$ cat src/fpc_defs.vh
// Notes on behaviour
// - Synthesizer runs when its enable bit is 1 and the power-off bit is 0, stops when enable is 0.
// - Midrail select field equal to zero forces the synthesizer off.
// - Ratio equals integer field plus fraction field over two to 24.
// - Synthesizer output divided by four, then by system clock divider.
// - Fraction enable resets to 1; when clear the fraction is ignored.
// - Prescale 00 doubles, 01 passes, 10 halves, 11 quarters the reference.
// - Fraction bits come from three registers, joined as one number.
// - A synthesizer-derived clock can be driven on the shared select pin.
// - Core clock source bit resets to 1: divided synthesizer, else raw reference.
// - System divider codes divide by 1,1.5,2,3,4,6,8,12; reset 010.
// - Output divider codes divide the pin clock by 1,2,3,4.
`ifndef FPC_DEFS_VH
`define FPC_DEFS_VH

// Register indices; byte address is four times the index
`define FPC_IDX_PWR_MGMT_ONE     7'h01
`define FPC_IDX_CLOCK_GEN        7'h06
`define FPC_IDX_GPIO_CTRL        7'h08
`define FPC_IDX_SYNTH_INTEGER    7'h24
`define FPC_IDX_SYNTH_FRAC_HIGH  7'h25
`define FPC_IDX_SYNTH_FRAC_MID   7'h26
`define FPC_IDX_SYNTH_FRAC_LOW   7'h27
`define FPC_IDX_STATUS           7'h30

// Reset values
`define FPC_RST_PWR_MGMT_ONE     9'h000
`define FPC_RST_CLOCK_GEN        9'h140
`define FPC_RST_GPIO_CTRL        9'h000
`define FPC_RST_SYNTH_INTEGER    9'h04C
`define FPC_RST_SYNTH_FRAC_HIGH  9'h00C
`define FPC_RST_SYNTH_FRAC_MID   9'h093
`define FPC_RST_SYNTH_FRAC_LOW   9'h0E9

// Field positions
`define FPC_MIDRAIL_MSB          1
`define FPC_MIDRAIL_LSB          0
`define FPC_SYNTH_ENABLE_BIT     5
`define FPC_CORE_SOURCE_BIT      8
`define FPC_SYSDIV_MSB           7
`define FPC_SYSDIV_LSB           5
`define FPC_OUTPUT_CLOCK_DIVIDER_MSB         5
`define FPC_OUTPUT_CLOCK_DIVIDER_LSB         4
`define FPC_PINSEL_MSB           2
`define FPC_PINSEL_LSB           0
`define FPC_PINSEL_CLOCK_OUT     3'h4
`define FPC_POWER_OFF_BIT        7
`define FPC_FRAC_ENABLE_BIT      6
`define FPC_PRESCALE_MSB         5
`define FPC_PRESCALE_LSB         4
`define FPC_INTEGER_MSB          3
`define FPC_INTEGER_LSB          0
`define FPC_FRAC_HIGH_MSB        5

// Timing and arithmetic constants
`define FPC_FRAC_BITS            24
`define FPC_FIXED_POST_DIV       3'h4
`define FPC_RESP_OKAY            2'h0
`define FPC_RESP_SLVERR          2'h2

`endif

$ cat src/fpc_clock_control.v
`timescale 1ns/100ps
`include "fpc_defs.vh"

module fpc_clock_control #(
    parameter ADDR_W  = 8,
    parameter ACC_W   = 32
) (
    // Clock and reset
    input  wire              aclk,
    input  wire              aresetn,
    // Write address channel
    input  wire [ADDR_W-1:0] s_axi_awaddr,
    input  wire              s_axi_awvalid,
    output reg               s_axi_awready,
    // Write data channel
    input  wire [31:0]       s_axi_wdata,
    input  wire [3:0]        s_axi_wstrb,
    input  wire              s_axi_wvalid,
    output reg               s_axi_wready,
    // Write response channel
    output reg  [1:0]        s_axi_bresp,
    output reg               s_axi_bvalid,
    input  wire              s_axi_bready,
    // Read address channel
    input  wire [ADDR_W-1:0] s_axi_araddr,
    input  wire              s_axi_arvalid,
    output reg               s_axi_arready,
    // Read data channel
    output reg  [31:0]       s_axi_rdata,
    output reg  [1:0]        s_axi_rresp,
    output reg               s_axi_rvalid,
    input  wire              s_axi_rready,
    // Reference clock pin
    input  wire              master_clock_in,
    // System clock outputs
    output reg               system_clock_tick_q,
    output reg               system_clock_q,
    output reg               synth_active_q,
    // Shared select/gpio pin, output side
    output reg               select_or_gpio_pin_out_q,
    output reg               select_or_gpio_pin_oe_n_q
);

    // Register storage
    reg  [8:0]       pwr_mgmt_one_q;
    reg  [8:0]       clock_gen_q;
    reg  [8:0]       gpio_ctrl_q;
    reg  [8:0]       synth_integer_q;
    reg  [8:0]       synth_frac_high_q;
    reg  [8:0]       synth_frac_mid_q;
    reg  [8:0]       synth_frac_low_q;

    // Reference synchroniser and prescaler
    reg              mclk_s1_q;
    reg              mclk_s2_q;
    reg              mclk_s3_q;
    reg  [1:0]       pre_cnt_q;
    reg              ref_tick_d;

    // Synthesizer model and dividers
    reg  [ACC_W-1:0] credit_q;
    reg  [ACC_W-1:0] credit_d;
    reg              synth_pulse_q;
    reg  [1:0]       post4_cnt_q;
    reg              post4_tick_d;
    reg  [4:0]       sys_acc_q;
    reg  [4:0]       sys_acc_d;
    reg              sys_tick_d;
    reg              src_sel_q;
    reg  [4:0]       div_half_q;
    reg  [4:0]       div_half_new;
    reg  [1:0]       op_cnt_q;

    // Bus helpers
    wire [31:0]      wr_addr_ext;
    wire [31:0]      rd_addr_ext;
    wire [6:0]       wr_idx;
    wire [6:0]       rd_idx;
    wire             wr_fire;
    wire             rd_fire;
    reg              wr_hit;
    reg              rd_hit;
    reg  [8:0]       rd_val;
    reg  [8:0]       wr_mask;

    // Derived control
    wire             synth_run;
    wire [1:0]       prescale;
    wire [27:0]      ratio;
    wire [23:0]      fraction;

    // Synthesizer runs only with enable, nonzero midrail and power on
    assign synth_run = pwr_mgmt_one_q[`FPC_SYNTH_ENABLE_BIT]
                     & (pwr_mgmt_one_q[`FPC_MIDRAIL_MSB:`FPC_MIDRAIL_LSB] != 2'h0)
                     & ~synth_integer_q[`FPC_POWER_OFF_BIT];
    assign prescale  = synth_integer_q[`FPC_PRESCALE_MSB:`FPC_PRESCALE_LSB];

    // Fraction joined from three registers
    assign fraction  = {synth_frac_high_q[`FPC_FRAC_HIGH_MSB:0],
                        synth_frac_mid_q, synth_frac_low_q};
    // Ratio in fixed point, fraction ignored when disabled
    assign ratio     = {synth_integer_q[`FPC_INTEGER_MSB:`FPC_INTEGER_LSB],
                        synth_integer_q[`FPC_FRAC_ENABLE_BIT] ? fraction : 24'h000000};

    // Bus address decode, word aligned
    assign wr_addr_ext = {{(32-ADDR_W){1'b0}}, s_axi_awaddr};
    assign rd_addr_ext = {{(32-ADDR_W){1'b0}}, s_axi_araddr};
    assign wr_idx  = wr_addr_ext[8:2];
    assign rd_idx  = rd_addr_ext[8:2];
    assign wr_fire = s_axi_awvalid & s_axi_wvalid & ~s_axi_awready & ~s_axi_bvalid;
    assign rd_fire = s_axi_arvalid & ~s_axi_arready & ~s_axi_rvalid;

    // Write hit check and byte lane mask
    always @* begin
        wr_mask = {s_axi_wstrb[1], {8{s_axi_wstrb[0]}}};
        case (wr_idx)
            `FPC_IDX_PWR_MGMT_ONE, `FPC_IDX_CLOCK_GEN, `FPC_IDX_GPIO_CTRL,
            `FPC_IDX_SYNTH_INTEGER, `FPC_IDX_SYNTH_FRAC_HIGH,
            `FPC_IDX_SYNTH_FRAC_MID, `FPC_IDX_SYNTH_FRAC_LOW: wr_hit = 1'b1;
            default: wr_hit = 1'b0;
        endcase
        if (wr_addr_ext[31:9] != 23'h0) begin
            wr_hit = 1'b0;
        end
    end

    // Read mux, status shows live block state
    always @* begin
        rd_hit = 1'b1;
        case (rd_idx)
            `FPC_IDX_PWR_MGMT_ONE:    rd_val = pwr_mgmt_one_q;
            `FPC_IDX_CLOCK_GEN:       rd_val = clock_gen_q;
            `FPC_IDX_GPIO_CTRL:       rd_val = gpio_ctrl_q;
            `FPC_IDX_SYNTH_INTEGER:   rd_val = synth_integer_q;
            `FPC_IDX_SYNTH_FRAC_HIGH: rd_val = {3'h0, synth_frac_high_q[`FPC_FRAC_HIGH_MSB:0]};
            `FPC_IDX_SYNTH_FRAC_MID:  rd_val = synth_frac_mid_q;
            `FPC_IDX_SYNTH_FRAC_LOW:  rd_val = synth_frac_low_q;
            `FPC_IDX_STATUS:          rd_val = {4'h0, system_clock_q, src_sel_q,
                                                select_or_gpio_pin_out_q, synth_pulse_q, synth_active_q};
            default: begin
                rd_val = 9'h000;
                rd_hit = 1'b0;
            end
        endcase
        if (rd_addr_ext[31:9] != 23'h0) begin
            rd_hit = 1'b0;
        end
    end

    // Write channel: take address and data together, answer next cycle
    always @(posedge aclk) begin
        if (!aresetn) begin
            s_axi_awready     <= 1'b0;
            s_axi_wready      <= 1'b0;
            s_axi_bvalid      <= 1'b0;
            s_axi_bresp       <= `FPC_RESP_OKAY;
            pwr_mgmt_one_q    <= `FPC_RST_PWR_MGMT_ONE;
            clock_gen_q       <= `FPC_RST_CLOCK_GEN;
            gpio_ctrl_q       <= `FPC_RST_GPIO_CTRL;
            synth_integer_q   <= `FPC_RST_SYNTH_INTEGER;
            synth_frac_high_q <= `FPC_RST_SYNTH_FRAC_HIGH;
            synth_frac_mid_q  <= `FPC_RST_SYNTH_FRAC_MID;
            synth_frac_low_q  <= `FPC_RST_SYNTH_FRAC_LOW;
        end else begin
            s_axi_awready <= wr_fire;
            s_axi_wready  <= wr_fire;
            if (s_axi_bvalid && s_axi_bready) begin
                s_axi_bvalid <= 1'b0;
            end else if (wr_fire) begin
                s_axi_bvalid <= 1'b1;
                s_axi_bresp  <= wr_hit ? `FPC_RESP_OKAY : `FPC_RESP_SLVERR;
            end
            if (wr_fire && wr_hit) begin
                case (wr_idx)
                    `FPC_IDX_PWR_MGMT_ONE:
                        pwr_mgmt_one_q <= (pwr_mgmt_one_q & ~wr_mask) | (s_axi_wdata[8:0] & wr_mask);
                    `FPC_IDX_CLOCK_GEN:
                        clock_gen_q <= (clock_gen_q & ~wr_mask) | (s_axi_wdata[8:0] & wr_mask);
                    `FPC_IDX_GPIO_CTRL:
                        gpio_ctrl_q <= (gpio_ctrl_q & ~wr_mask) | (s_axi_wdata[8:0] & wr_mask);
                    `FPC_IDX_SYNTH_INTEGER:
                        synth_integer_q <= (synth_integer_q & ~wr_mask) | (s_axi_wdata[8:0] & wr_mask);
                    `FPC_IDX_SYNTH_FRAC_HIGH:
                        synth_frac_high_q <= (synth_frac_high_q & ~wr_mask) | (s_axi_wdata[8:0] & wr_mask);
                    `FPC_IDX_SYNTH_FRAC_MID:
                        synth_frac_mid_q <= (synth_frac_mid_q & ~wr_mask) | (s_axi_wdata[8:0] & wr_mask);
                    `FPC_IDX_SYNTH_FRAC_LOW:
                        synth_frac_low_q <= (synth_frac_low_q & ~wr_mask) | (s_axi_wdata[8:0] & wr_mask);
                    default: ;
                endcase
            end
        end
    end

    // Read channel: one cycle to data
    always @(posedge aclk) begin
        if (!aresetn) begin
            s_axi_arready <= 1'b0;
            s_axi_rvalid  <= 1'b0;
            s_axi_rdata   <= 32'h00000000;
            s_axi_rresp   <= `FPC_RESP_OKAY;
        end else begin
            s_axi_arready <= rd_fire;
            if (s_axi_rvalid && s_axi_rready) begin
                s_axi_rvalid <= 1'b0;
            end else if (rd_fire) begin
                s_axi_rvalid <= 1'b1;
                s_axi_rdata  <= {23'h0, rd_val};
                s_axi_rresp  <= rd_hit ? `FPC_RESP_OKAY : `FPC_RESP_SLVERR;
            end
        end
    end

    // Reference pin synchroniser, third stage for edge detect
    always @(posedge aclk) begin
        if (!aresetn) begin
            mclk_s1_q <= 1'b0;
            mclk_s2_q <= 1'b0;
            mclk_s3_q <= 1'b0;
        end else begin
            mclk_s1_q <= master_clock_in;
            mclk_s2_q <= mclk_s1_q;
            mclk_s3_q <= mclk_s2_q;
        end
    end

    // Prescaled reference tick
    always @* begin
        case (prescale)
            2'h0:    ref_tick_d = mclk_s2_q ^ mclk_s3_q;
            2'h1:    ref_tick_d = mclk_s2_q & ~mclk_s3_q;
            2'h2:    ref_tick_d = mclk_s2_q & ~mclk_s3_q & pre_cnt_q[0];
            default: ref_tick_d = mclk_s2_q & ~mclk_s3_q & (pre_cnt_q == 2'h3);
        endcase
    end

    // Rising edge counter for divide by two and four
    always @(posedge aclk) begin
        if (!aresetn) begin
            pre_cnt_q <= 2'h0;
        end else if (mclk_s2_q && !mclk_s3_q) begin
            pre_cnt_q <= pre_cnt_q + 2'h1;
        end
    end

    // Credit model: each reference tick earns ratio output pulses
    always @* begin
        credit_d = credit_q;
        if (ref_tick_d) begin
            credit_d = credit_d + {{(ACC_W-28){1'b0}}, ratio};
        end
        if (credit_q[ACC_W-1:`FPC_FRAC_BITS] != {(ACC_W-24){1'b0}}) begin
            credit_d = credit_d - {{(ACC_W-25){1'b0}}, 1'b1, 24'h000000};
        end
    end

    // Synthesizer output pulses, cleared while stopped
    always @(posedge aclk) begin
        if (!aresetn) begin
            credit_q       <= {ACC_W{1'b0}};
            synth_pulse_q  <= 1'b0;
            synth_active_q <= 1'b0;
        end else begin
            synth_active_q <= synth_run;
            if (synth_run) begin
                credit_q      <= credit_d;
                synth_pulse_q <= credit_q[ACC_W-1:`FPC_FRAC_BITS] != {(ACC_W-24){1'b0}};
            end else begin
                credit_q      <= {ACC_W{1'b0}};
                synth_pulse_q <= 1'b0;
            end
        end
    end

    // Fixed divide by four of synthesizer pulses
    always @* begin
        post4_tick_d = synth_pulse_q && (post4_cnt_q == (`FPC_FIXED_POST_DIV - 3'h1));
    end

    always @(posedge aclk) begin
        if (!aresetn) begin
            post4_cnt_q <= 2'h0;
        end else if (synth_pulse_q) begin
            post4_cnt_q <= post4_cnt_q + 2'h1;
        end
    end

    // Divider code to half steps
    always @* begin
        case (clock_gen_q[`FPC_SYSDIV_MSB:`FPC_SYSDIV_LSB])
            3'h0:    div_half_new = 5'h02;
            3'h1:    div_half_new = 5'h03;
            3'h2:    div_half_new = 5'h04;
            3'h3:    div_half_new = 5'h06;
            3'h4:    div_half_new = 5'h08;
            3'h5:    div_half_new = 5'h0C;
            3'h6:    div_half_new = 5'h10;
            default: div_half_new = 5'h18;
        endcase
    end

    // System divider: two half steps per input tick
    always @* begin
        sys_tick_d = 1'b0;
        sys_acc_d  = sys_acc_q;
        if (src_sel_q ? post4_tick_d : (mclk_s2_q && !mclk_s3_q)) begin
            if (sys_acc_q + 5'h02 >= div_half_q) begin
                sys_acc_d  = sys_acc_q + 5'h02 - div_half_q;
                sys_tick_d = 1'b1;
            end else begin
                sys_acc_d  = sys_acc_q + 5'h02;
            end
        end
    end

    // Remainder kept across ticks; settings applied only when it is empty
    always @(posedge aclk) begin
        if (!aresetn) begin
            sys_acc_q           <= 5'h00;
            src_sel_q           <= 1'b1;
            div_half_q          <= 5'h04;
            system_clock_tick_q <= 1'b0;
            system_clock_q      <= 1'b0;
        end else begin
            system_clock_tick_q <= sys_tick_d;
            if (sys_tick_d) begin
                system_clock_q <= ~system_clock_q;
            end
            sys_acc_q <= sys_acc_d;
            if (sys_acc_d == 5'h00) begin
                src_sel_q  <= clock_gen_q[`FPC_CORE_SOURCE_BIT];
                div_half_q <= div_half_new;
            end
        end
    end

    // Output pin clock: divided post-four synthesizer clock
    always @(posedge aclk) begin
        if (!aresetn) begin
            op_cnt_q                  <= 2'h0;
            select_or_gpio_pin_out_q  <= 1'b0;
            select_or_gpio_pin_oe_n_q <= 1'b1;
        end else begin
            select_or_gpio_pin_oe_n_q <= gpio_ctrl_q[`FPC_PINSEL_MSB:`FPC_PINSEL_LSB]
                                         != `FPC_PINSEL_CLOCK_OUT;
            if (post4_tick_d) begin
                if (op_cnt_q >= gpio_ctrl_q[`FPC_OUTPUT_CLOCK_DIVIDER_MSB:`FPC_OUTPUT_CLOCK_DIVIDER_LSB]) begin
                    op_cnt_q                 <= 2'h0;
                    select_or_gpio_pin_out_q <= ~select_or_gpio_pin_out_q;
                end else begin
                    op_cnt_q <= op_cnt_q + 2'h1;
                end
            end
        end
    end

endmodule // fpc_clock_control

$ cat config.mk
export PLATFORM = sky130hd
export DESIGN_NAME = fpc_clock_control
export DESIGN_NICKNAME = d
export VERILOG_FILES = /design/src/fpc_clock_control.v
export VERILOG_INCLUDE_DIRS = /design/src
export SDC_FILE = /design/constraint.sdc
export NUM_CORES = 1
export LEC_CHECK = 0
export CORE_ASPECT_RATIO = 1.1
export CORE_MARGIN = 2
export CORE_UTILIZATION = 50
export DETAILED_ROUTE_END_ITERATION = 10
export DONT_BUFFER_PORTS = 1
export GPL_TIMING_DRIVEN = 0
export MAX_ROUTING_LAYER = met4
export PLACE_DENSITY = 0.69
export SYNTH_ARGS = -nofsm -noshare
export SYNTH_HDL_FRONTEND = slang
export SYNTH_SLANG_ARGS = --single-unit
$ cat constraint.sdc
create_clock -name aclk -period 7.5 [get_ports aclk]
set_clock_uncertainty 0.1 [all_clocks]
set_input_delay 1.5 -clock aclk [delete_from_list [all_inputs] [get_ports aclk]]
set_output_delay 1.5 -clock aclk [all_outputs]
set_load 0.01 [all_outputs]
## Word level (Yosys, flattened, before mapping)

Index checks and enable logic that the tools add are counted.
W data, S select, Z words.

- Input bits: 60
- Output and inout bits: 46
- Logic and storage cells: 145
- Bits in read-only memories: 0
- Latch bits: 0
- RAM bits: 0
- Bits in registers: 138
- Memories kept: 0

- Equal/unequal tests: 26
- Div/mod/pow operators: 0
- Reduce and logical (&&, ||, !) cells: 26
- Multiply operators: 0
- $add $sub $neg: 7
- Bitwise gates (word level): 38
- Shifts and indexed selects: 0
- Magnitude comparators: 2
- Muxes and demuxes: 16

Operators by type and width:

| operator | count |
|---|---|
| $and A9 B9 Y9 | 8 |
| $pmux W9 S8 | 1 |
| $mux W32 | 2 |
| $or A9 B9 Y9 | 7 |
| $eq A6 B6 Y1 const B | 9 |
| $pmux W5 S7 | 1 |
| $add A32 B28 Y32 | 1 |
| $sub A32 B25 Y32 const B | 1 |
| $mux W24 | 1 |
| $reduce_and A2 Y1 | 11 |
| $eq A6 B1 Y1 const B | 2 |
| $eq A6 B3 Y1 const B | 2 |
| $eq A6 B4 Y1 const B | 2 |
| $not A1 Y1 | 11 |
| $and A1 B1 Y1 | 10 |
| $mux W5 | 2 |
| $eq A3 B3 Y1 const B | 3 |
| $not A9 Y9 | 1 |
| $reduce_bool A8 Y1 | 1 |
| $reduce_or A8 Y1 | 1 |
| $reduce_or A7 Y1 | 1 |
| $add A2 B1 Y2 const B | 3 |
| $eq A2 B2 Y1 const B | 3 |
| $eq A3 B2 Y1 const B | 2 |
| 18 further kinds | 29 |

## Depth between registers and ports, before layout

Gate-level depths: netlist of run 1.

- Depth after elaboration: 7
- Mapped depth: 17
- Depth with buffers taken out: 16

## Worst setup path before layout of run 1

No wires, ideal clock.

- Kind: reg-to-reg
- Start point: register with a tool-made name
- End point: register credit_q[30]
- Cell stages (with the launch flop): 17
- Library setup time: 0.071 ns
- Buffers on the path: 1
- Data arrival time: 3.670 ns
- Clock period less this slack: 3.841 ns
- Data required time: 7.329 ns
- Path slack: 3.659 ns
- Cell sequence: dfxtp_1 -> clkbuf_1 -> and2_1 -> ha_1 -> inv_1 -> fa_1 -> nand2b_1 -> a211oi_1 -> o21ai_0 -> a2111oi_0 -> o21ai_0 -> nand3_1 -> a21boi_0 -> ha_1 -> nand2_1 -> or3_1 -> a21oi_1

RTL lines:

| item | RTL line | RTL |
|---|---|---|
| to (signal assigned) | fpc_clock_control.v:260 | `credit_q <= {ACC_W{1'b0}};` |
| to (signal assigned) | fpc_clock_control.v:266 | `credit_q <= credit_d;` |
| to (signal assigned) | fpc_clock_control.v:269 | `credit_q <= {ACC_W{1'b0}};` |
| to (decl) | fpc_clock_control.v:61 | `reg [ACC_W-1:0] credit_q;` |

==> metrics.txt, run 1 <==
first-pass GRT wire length=32600 um; maximum vdd drop=0.196 mV; register area=2660 um^2; Max Cap Viol=0; postcts setup bufs=0; worst-path maximum fanout=10; Initial Utilization=0.507; RD Place Congestion=0.925; First-pass DRT Iterations=5; most frequent cells in the layout=133 x dfxtp_1, 109 x nand2_1, 98 x nor2_1, 76 x a21oi_1, 62 x mux2i_1; sequential share of the synthesized area=0.338; CORE AREA=between 15000 and 20000 um^2; Area Overhead vs Synth=11.7%; deepest clock path buffer count=2; post-route setup slack=roughly 2.3 ns; power share of the sequential group=0.450; CTS tree=yes; pre-CTS setup slack=approximately 2.5 ns; DR vias/cell=5.76; worst rel slew slack=0.137; Buffers on Ports=0; CTS H-tree depth=4; Cells after Synth=953; RSZ-0062 raised after global routing=no; CTS sink cnt=about 130; synth warn=0; WP data required=between 7 and 8 ns; PD cells=roughly 180 nW/um^2; Syn Std Cell Area=between 7000 and 8000 um^2; final slew viol count=0; area of the multi-input gates=4860 um^2; commonest non-fill, non-tap cell in the layout=dfxtp_1; Lkg Pwr=roughly 3.6 nW; Worst Max-Slew Pin Slew=1.29 ns; Final period util=0.691; Peak Freq=193 MHz; Synth cell types=between 60 and 70; Design Area, Final=just under 9000 um^2; FFs w/ async S/R, synth=0; die width=approximately 120 um; Wirelength per Cell=around 17 um; EDFF count, synth=0; num rows=48; hold buffers post-CTS=0; detailed-route via count=6967; First DRT Iteration DRCs=between 400 and 500; Hold WC Path Type=flop to flop; clk slew on worst S/H paths=0.06 ns; antenna-violating nets left=0; crit path launch type=flop; Pint=1.21 mW; Yosys reg bits=133; Clock power frac=0.499; WP data arrival=5.43 ns; DRC violations left=0; vias in the first global route=around 6300; Num CTS Buffers=17; Fin Setup TNS=0 ns; status=completed; Placed Area=8230 um^2; CTS root buffer=clkbuf_16; Setup-failing EPs final=0; PostCTS Resize Cnt=0; antenna diode count=0; largest net degree at the start of global routing=17; Setup CP Type=flop to flop; nets=1099; Gate power share=0.051; minimum clock period=between 5 and 6 ns; DP Wirelength=between 15000 and 20000 um; switching share of power=0.246; Setup crit end kind=flop; # IOs=106; Fillers=1467; Synth Area per Inst=8.28 um^2; P_sw=between 0.3 and 0.4 mW; share of post-route cells with drive strength above 1=0.0792; Hold Fails Final Rpt=0; Synth Flop Type=dfxtp_1; GR Overflow Total=0; clk_lat worst skew=0.42 ns; Routed WL=around 21000 um; total power=1.61 mW; GRT Total Usage=0.260; die area=16800 um^2; Die H=136 um; antenna violations before repair=0
-- power by group through the flow --
stage               logic, mW  clock network [mW]  registers (mW)
floorplan              0.0612                   0           0.736
finish                 0.0827               0.802           0.723
detailed placement     0.0810                   0           0.738
global placement       0.0805                   0           0.738
CTS                    0.0815               0.808           0.723
global route           0.0903               0.836           0.724
-- critical path: stages, from the launching register on --
cell and delay [ns]:
dfxtp_1 0.49, clkbuf_1 0.30, and2_1 0.20, ha_1 0.19
inv_1 0.06, fa_1 0.37, nand2b_1 0.19, a211oi_1 0.60
o21ai_0 0.35, a2111oi_0 0.83, o21ai_0 0.23, nand3_1 0.12
a21boi_0 0.32, ha_1 0.21, nand2_1 0.11, or3_1 0.32
a21oi_1 0.13
-- layout make-up --
| class | count | area share |
|---|---|---|
| plain buffers | 66 | 0.0392 |
| clock buffers | 18 | 0.0499 |
| clock inverters | 14 | 0.0146 |
| inverters | 30 | 0.0128 |
| multi-input cells | 748 | 0.551 |
| flip-flops and latches | 133 | 0.302 |
| well taps | 200 | 0.0284 |
| repair buffers | 1 | 0.00142 |
-- routing by layer --
metal / global-route usage / wire length [um] / vias up / share of wire
met4: 0.0928 / 520 / 0 / 0.025
met1: 0.324 / 9250 / 3239 / 0.44
met3: 0.0547 / 1330 / 37 / 0.064
met2: 0.415 / 9780 / 235 / 0.47
met5: - / 0 / - / 0
li1: - / - / 3456 / -
-- metrics by stage --
stage               hold slack, ns  cells  utilization
global placement             0.315   1177        0.529
global route                 0.356   1210        0.566
floorplan                    0.280    977            -
finish                       0.335   1210        0.566
CTS                          0.339   1209        0.565
detailed placement           0.324   1177        0.529
-- cell families after synthesis --
family | share of synthesized area
muxes | 0.0987
other | 0.000476
xor gates and xnor gates | 0.0389
adders and majority gates | 0.0685
buffers and inverters | 0.0581
DFF | 0.338
and+or+nand+nor | 0.216
AOI/OAI and AO/OA | 0.181
-- synth_stat cells (4+ instances only) --
master,instances,area (um^2)
a211oi_1,17,128
a21boi_0,4,30.0
a21o_1,9,67.6
a21oi_1,76,380
a221oi_1,6,52.6
a222oi_1,9,90.1
a22o_1,4,35.0
a31oi_1,6,37.5
and2_1,32,200
and3_1,9,56.3
buf_4,26,195
clkbuf_1,38,143
dfxtp_1,133,2660
ha_1,40,500
inv_1,29,109
mux2_2,4,45.0
mux2i_1,62,621
mux4_2,5,113
nand2_1,109,409
nand2b_1,9,56.3
nand3_1,27,135
nand4_1,7,43.8
nor2_1,98,368
nor2b_1,8,50.1
nor3_1,16,80.1
nor3b_1,4,30.0
o21a_1,10,75.1
o21ai_0,44,220
o21ai_1,4,20.0
or3_1,12,75.1
xnor2_1,26,228
xor2_1,9,78.8
-- path summary, 6_finish.rpt --
path              startpoint      endpoint  slack [ns]  cells past startpoint
setup / recovery        flop  credit_q[30]        2.31                     16
hold / removal     mclk_s1_q     mclk_s2_q        0.34                      1
setup reg to reg        flop  credit_q[30]        2.31                     16
hold reg to reg    mclk_s1_q     mclk_s2_q        0.34                      1
No activity file was read; power rests on OpenSTA's default activity.
==> run 2: changes to the inputs <==
ABC_AREA = 1   (was unset)
clock period = 5.06 ns   (was 7.5 ns; I/O delays follow)
==> run 2 against run 1 <==
Against the previous run: core utilization decreased by 0.34 points; count of clock-buffer cells in the layout increased by 1; clock power increased by 53%; via count increased by 19%; fmax increased by 35%; register-to-register slack got worse by 1.1 ns; power increased by 49%; critical path type unchanged; largest cell class unchanged; highest routed layer unchanged.
==> metrics.txt, run 2 <==
status=completed (unchanged); Placed Area=8920 um^2 (was 8230 um^2); PostCTS Resize Cnt=0 (unchanged); commonest cells in the netlist=331 x nand2_1, 246 x inv_1, 133 x dfxtp_1 (was 133 x dfxtp_1, 109 x nand2_1, 98 x nor2_1); Num CTS Buffers=17 (unchanged); maximum vdd drop=0.243 mV (was 0.196 mV); final slew viol count=0 (unchanged); DR vias/cell=5.15 (was 5.76); total power=2.40 mW (was 1.61 mW); synth warn=0 (unchanged); DRC violations left=0 (unchanged); deepest clock path buffer count=2 (unchanged); Setup crit end kind=flop (unchanged); slowest cell on the critical path=fa_1 (was a2111oi_0); CORE AREA=16900 um^2 (was 15600 um^2); detailed-route via count=8259 (was 6967); Hold Fails Final Rpt=0 (unchanged); Fin Setup TNS=0 ns (unchanged); Routed WL=23300 um (was 20900 um); RD Place Congestion=0.935 (was 0.925); CTS tree=yes (unchanged); Synth top area share=0.311 (was 0.338); Peak Freq=259 MHz (was 193 MHz); placed instance count=1573 (was 1177); dominant cells by area after synthesis=dfxtp_1 31%, nand2_1 14%, inv_1 11%, ha_1 5.8%, nor2_1 5.5% (was dfxtp_1 34%, mux2i_1 7.9%, ha_1 6.3%, nand2_1 5.2%, a21oi_1 4.8%); Initial Utilization=0.508 (was 0.507); vias in the first global route=7792 (was 6302); First DRT Iteration DRCs=461 (was 464); Crit path largest cell delay=0.41 ns (was 0.83 ns); post-synth top area cell=dfxtp_1 (unchanged); PD cells=253 nW/um^2 (was 183 nW/um^2); die width=129 um (was 124 um); Die H=141 um (was 136 um); share of post-route cells with drive strength above 1=0.0859 (was 0.0792); Final period util=0.762 (was 0.691); pre-CTS setup slack=1.23 ns (was 2.49 ns); sequential share of the synthesized area=0.311 (was 0.338); CTS sink cnt=133 (unchanged); Max Cap Viol=0 (unchanged); WP data arrival=4.05 ns (was 5.43 ns); post-route setup slack=1.21 ns (was 2.31 ns); most numerous cell in the Yosys netlist=nand2_1 (was dfxtp_1); # IOs=106 (unchanged); Non-Filler Instances=1605 (was 1210); most frequent cells in the layout=331 x nand2_1, 246 x inv_1, 133 x dfxtp_1, 125 x nor2_1, 89 x a21oi_1 (was 133 x dfxtp_1, 109 x nand2_1, 98 x nor2_1, 76 x a21oi_1, 62 x mux2i_1); WP data required=5.25 ns (was 7.74 ns); RSZ-0062 raised after global routing=no (unchanged); GR Overflow Total=0 (unchanged); GRT Total Usage=0.274 (was 0.260); Synth Area per Inst=6.39 um^2 (was 8.28 um^2); hold buffers post-CTS=0 (unchanged); commonest non-fill, non-tap cell in the layout=nand2_1 (was dfxtp_1); Worst Max-Slew Pin Slew=1.07 ns (was 1.29 ns); nets=1486 (was 1099); Area Overhead vs Synth=10.9% (was 11.7%); Synth Flop Type=dfxtp_1 (unchanged); first-pass GRT wire length=38000 um (was 32600 um); critical-path cell list=clkbuf_1 > clkbuf_1 > nand2_1 > inv_1 > ha_1 > inv_1 > fa_1 > inv_1 > nand2_1 > nand2_1 > nand3_1 > nand2_2 > nand2_1 > nand4_1 > nand3_1 > nand2_2 > inv_1 > ha_1 > nand2_1 > inv_1 > nand2_1 > inv_1 > a21oi_1 > nor3_1 (was clkbuf_1 > and2_1 > ha_1 > inv_1 > fa_1 > nand2b_1 > a211oi_1 > o21ai_0 > a2111oi_0 > o21ai_0 > nand3_1 > a21boi_0 > ha_1 > nand2_1 > or3_1 > a21oi_1); minimum clock period=3.85 ns (was 5.19 ns); Setup CP Type=flop to flop (unchanged); DP Wirelength=18400 um (was 15400 um); die area=18200 um^2 (was 16800 um^2); Buffers on Ports=0 (unchanged); clk slew on worst S/H paths=0.06 ns (about the same); Yosys reg bits=133 (unchanged); Setup-failing EPs final=0 (unchanged); antenna violations before repair=0 (unchanged); CTS H-tree depth=4 (unchanged); Hold WC Path Type=flop to flop (unchanged); worst-path maximum fanout=10 (unchanged); Lkg Pwr=4.82 nW (was 3.62 nW); num rows=50 (was 48); crit path launch type=flop (unchanged); largest net degree at the start of global routing=17 (unchanged); worst rel slew slack=0.282 (was 0.137); Design Area, Final=9510 um^2 (was 8810 um^2); Synth cell types=46 (was 69); postcts setup bufs=0 (unchanged); clk_lat worst skew=0.43 ns (was 0.42 ns); antenna-violating nets left=0 (unchanged); CTS root buffer=clkbuf_16 (unchanged); FFs w/ async S/R, synth=0 (unchanged); Wirelength per Cell=14.5 um (was 17.3 um); First-pass DRT Iterations=5 (unchanged); Cells after Synth=1341 (was 953); Syn Std Cell Area=8570 um^2 (was 7890 um^2); antenna diode count=0 (unchanged); EDFF count, synth=0 (unchanged)
## run 2: cell type report
class,count,area (um^2)
Buffer,57,325
Clock buffer,19,433
Clock inverter,13,149
Fill cell,1676,7380
Inverter,253,950
Multi-Input combinational cell,922,4730
Sequential cell,133,2660
Tap cell,208,260
## run 2: worst paths after layout
path                                 from           end  slack [ns]  depth (start not counted)
worst max-delay path                 flop  credit_q[28]        1.21                         24
worst min register to register  mclk_s1_q     mclk_s2_q        0.31                          2
worst min-delay path            mclk_s1_q     mclk_s2_q        0.31                          2
worst max register to register       flop  credit_q[28]        1.21                         24
## run 2: per-stage QoR
stage	hold WS, ns	utilization
6_report	0.312	0.563
4_1_cts	0.315	0.563
3_5_place_dp	0.300	0.528
5_1_grt	0.330	0.563
3_3_place_gp	0.295	0.528
2_1_floorplan	0.290	-
## run 2: per-layer routing
metal | track usage | vias to the layer above | share of wire
met4 | 0.129 | 0 | 0.037
met2 | 0.456 | 223 | 0.49
li1 | - | 4284 | -
met3 | 0.0419 | 58 | 0.046
met1 | 0.324 | 3694 | 0.43
met5 | - | - | 0
## run 2: worst max-delay path, delay by kind of cell (launching register included)
family                   cells  cell delay [ns]
AO/OA/AOI/OAI                1             0.13
adder cells (fa/ha/maj)      3             0.78
buffers and inverters        8             1.17
flip-flops                   1             0.30
AND/OR/NAND/NOR             12             1.23
## run 2: logic make-up after synthesis
| family | Yosys count | share of synthesized area |
|---|---|---|
| AO/OA/AOI/OAI | 244 | 0.160 |
| XOR/XNOR | 28 | 0.0286 |
| adder cells (fa/ha/maj) | 42 | 0.0630 |
| buffers and inverters | 310 | 0.149 |
| flip-flops | 133 | 0.311 |
| other | 1 | 0.000437 |
| AND/OR/NAND/NOR | 583 | 0.289 |
## run 2: where the power goes
group	internal (mW)	switching [mW]
Combinational	0.0368	0.0770
Sequential	1.05	0.00605
Clock	0.731	0.497
==> run 3: changes to the inputs <==
clock period = 4.01 ns   (was 5.06 ns; I/O delays follow)
==> run 3 against run 2 <==
Against the previous run: via count decreased by 0.18%; highest routed layer unchanged; routed wire length about the same; non-clock buffer count decreased by 1; cell count about the same; register-to-register slack got worse by 0.79 ns; critical path depth decreased by 1; count of clock-buffer cells in the layout unchanged; die area unchanged; sequential power increased by 26%; global-route usage unchanged; core utilization about the same; sequential share of layout area about the same.
==> metrics.txt, run 3 (synthesized netlist as in run 2, its figures left out) <==
share of post-route cells with drive strength above 1=0.0867 (was 0.0859); DR vias/cell=5.14 (was 5.15); Final period util=0.895 (was 0.762); first-pass GRT wire length=38000 um (unchanged); Critical R2R Capture=credit_q[28] (unchanged); Die H=141 um (unchanged); register area=2660 um^2 (unchanged); CORE AREA=16900 um^2 (unchanged); Setup crit end=credit_q[28] (unchanged); antenna violations before repair=0 (unchanged); GRT Total Usage=0.274 (unchanged); crit path launch type=flop (unchanged); maximum vdd drop=0.302 mV (was 0.243 mV); worst rel slew slack=0.335 (was 0.282); num rows=50 (unchanged); First-pass DRT Iterations=5 (unchanged); most frequent cells in the layout=331 x nand2_1, 246 x inv_1, 133 x dfxtp_1, 125 x nor2_1, 89 x a21oi_1 (unchanged); worst reg2reg path depth=23 (was 24); Non-Filler Instances=1604 (was 1605); critical-path cell list=clkbuf_2 > nand2_1 > inv_1 > ha_1 > inv_1 > fa_1 > inv_1 > nand2_1 > nand2_1 > nand3_1 > nand2_2 > nand2_1 > nand4_1 > nand3_1 > nand2_2 > inv_1 > ha_1 > nand2_1 > inv_1 > nand2_1 > inv_1 > a21oi_1 > nor3_1 (was clkbuf_1 > clkbuf_1 > nand2_1 > inv_1 > ha_1 > inv_1 > fa_1 > inv_1 > nand2_1 > nand2_1 > nand3_1 > nand2_2 > nand2_1 > nand4_1 > nand3_1 > nand2_2 > inv_1 > ha_1 > nand2_1 > inv_1 > nand2_1 > inv_1 > a21oi_1 > nor3_1); Worst path top cell family by delay=simple AND/OR/NAND/NOR gates (unchanged); clk slew on worst S/H paths=0.06 ns (about the same); Hold WC Path Type=flop to flop (unchanged); die width=129 um (unchanged); largest net degree at the start of global routing=17 (unchanged); antenna-violating nets left=0 (unchanged); final slew viol count=0 (unchanged); Initial Utilization=0.508 (unchanged); Buffers on Ports=0 (unchanged); CTS root buffer=clkbuf_16 (unchanged); placed instance count=1573 (unchanged); Crit path depth=23 (was 24); First DRT Iteration DRCs=484 (was 461); WP buf/inv=7 (was 8); Peak Freq=279 MHz (was 259 MHz); Lkg Pwr=4.82 nW (about the same); status=completed (unchanged); deepest clock path buffer count=2 (unchanged); die area=18200 um^2 (unchanged); clk_lat worst skew=0.43 ns (about the same); Worst Max-Slew Pin Slew=0.990 ns (was 1.07 ns); Area Overhead vs Synth=10.8% (was 10.9%); area of the multi-input gates=4730 um^2 (unchanged); DRC violations left=0 (unchanged); # IOs=106 (unchanged); commonest non-fill, non-tap cell in the layout=nand2_1 (unchanged); CTS sink cnt=133 (unchanged); WP data required=4.20 ns (was 5.25 ns); Crit path largest cell delay=0.51 ns (was 0.41 ns); Fin Setup TNS=0 ns (unchanged); DP Wirelength=18400 um (unchanged); R2R Setup Slk=0.42 ns (was 1.21 ns); Max Cap Viol=0 (unchanged); antenna diode count=0 (unchanged); Wirelength per Cell=14.5 um (about the same); WP data arrival=3.78 ns (was 4.05 ns); nets=1485 (was 1486); CTS tree=yes (unchanged); RD Place Congestion=0.935 (unchanged); GR Overflow Total=0 (unchanged); slowest cell on the critical path=dfxtp_1 (was fa_1); worst-path maximum fanout=10 (unchanged); Routed WL=23300 um (about the same); Num CTS Buffers=17 (unchanged); minimum clock period=3.59 ns (was 3.85 ns); Fillers=1675 (was 1676); detailed-route via count=8244 (was 8259); Setup-failing EPs final=0 (unchanged); Setup CP Type=flop to flop (unchanged); Setup crit end kind=flop (unchanged); CTS H-tree depth=4 (unchanged); RSZ-0062 raised after global routing=no (unchanged); Hold Fails Final Rpt=0 (unchanged); vias in the first global route=7792 (unchanged); PD cells=319 nW/um^2 (was 253 nW/um^2)
## run 3: how the worst min path moves through the flow
stage	start	to	cells past startpoint
6_report	mclk_s1_q	mclk_s2_q	2
5_1_grt	mclk_s1_q	mclk_s2_q	2
4_1_cts	mclk_s1_q	mclk_s2_q	2
3_5_place_dp	mclk_s1_q	mclk_s2_q	2
3_3_place_gp	mclk_s1_q	mclk_s2_q	2
2_1_floorplan	flop	select_or_gpio_pin_oe_n_q	1
## run 3: power by group
part           switching, mW  leakage (nW)  internal [mW]
Sequential           0.00761          1.07           1.33
Combinational         0.0974          3.48         0.0464
Clock                  0.627         0.275          0.923
Total                  0.732          4.82           2.30
## run 3: tightest hold or removal path, delay by kind of cell (launching register included)
family / cells / cell delay [ns]
flip-flops: 1 / 0.30
AND/OR/NAND/NOR: 1 / 0.05
buffers and inverters: 1 / 0.04
## run 3: area by class of cell
class                           instances  area share
Buffer                                 56      0.0340
Tap cell                              208      0.0274
Sequential cell                       133       0.280
Inverter                              253      0.0999
Clock buffer                           19      0.0456
Multi-Input combinational cell        922       0.497
Clock inverter                         13      0.0157
## run 3: layer usage
layer | track usage | routed length [um] | share of wire
met4 | 0.129 | 993 | 0.043
met2 | 0.456 | 11200 | 0.48
met3 | 0.0419 | 1180 | 0.051
met5 | - | 0 | 0
met1 | 0.324 | 9910 | 0.42
## run 3: through the flow
| stage | hold slack (ns) | power, mW | util | area (um^2) | worst slack [ns] |
|---|---|---|---|---|---|
| final | 0.312 | 3.03 | 0.563 | 9500 | 0.421 |
| after floorplan | 0.290 | 1.47 | - | 8660 | 0.925 |
| after global placement | 0.295 | 1.51 | 0.528 | 8920 | 0.156 |
| after CTS | 0.315 | 3.04 | 0.563 | 9510 | 0.166 |
| after global routing | 0.330 | 3.12 | 0.563 | 9500 | 0.128 |
| after detailed placement | 0.300 | 1.51 | 0.528 | 8920 | 0.185 |
## run 3: timing repair
item | 4_1_cts | 5_1_grt
hold buffers | 0 | 0
hold endpoints to repair | 0 | 0
endpoints found under the setup margin | 0 | 2
resized for setup | 0 | 2
buffers inserted | 0 | 0
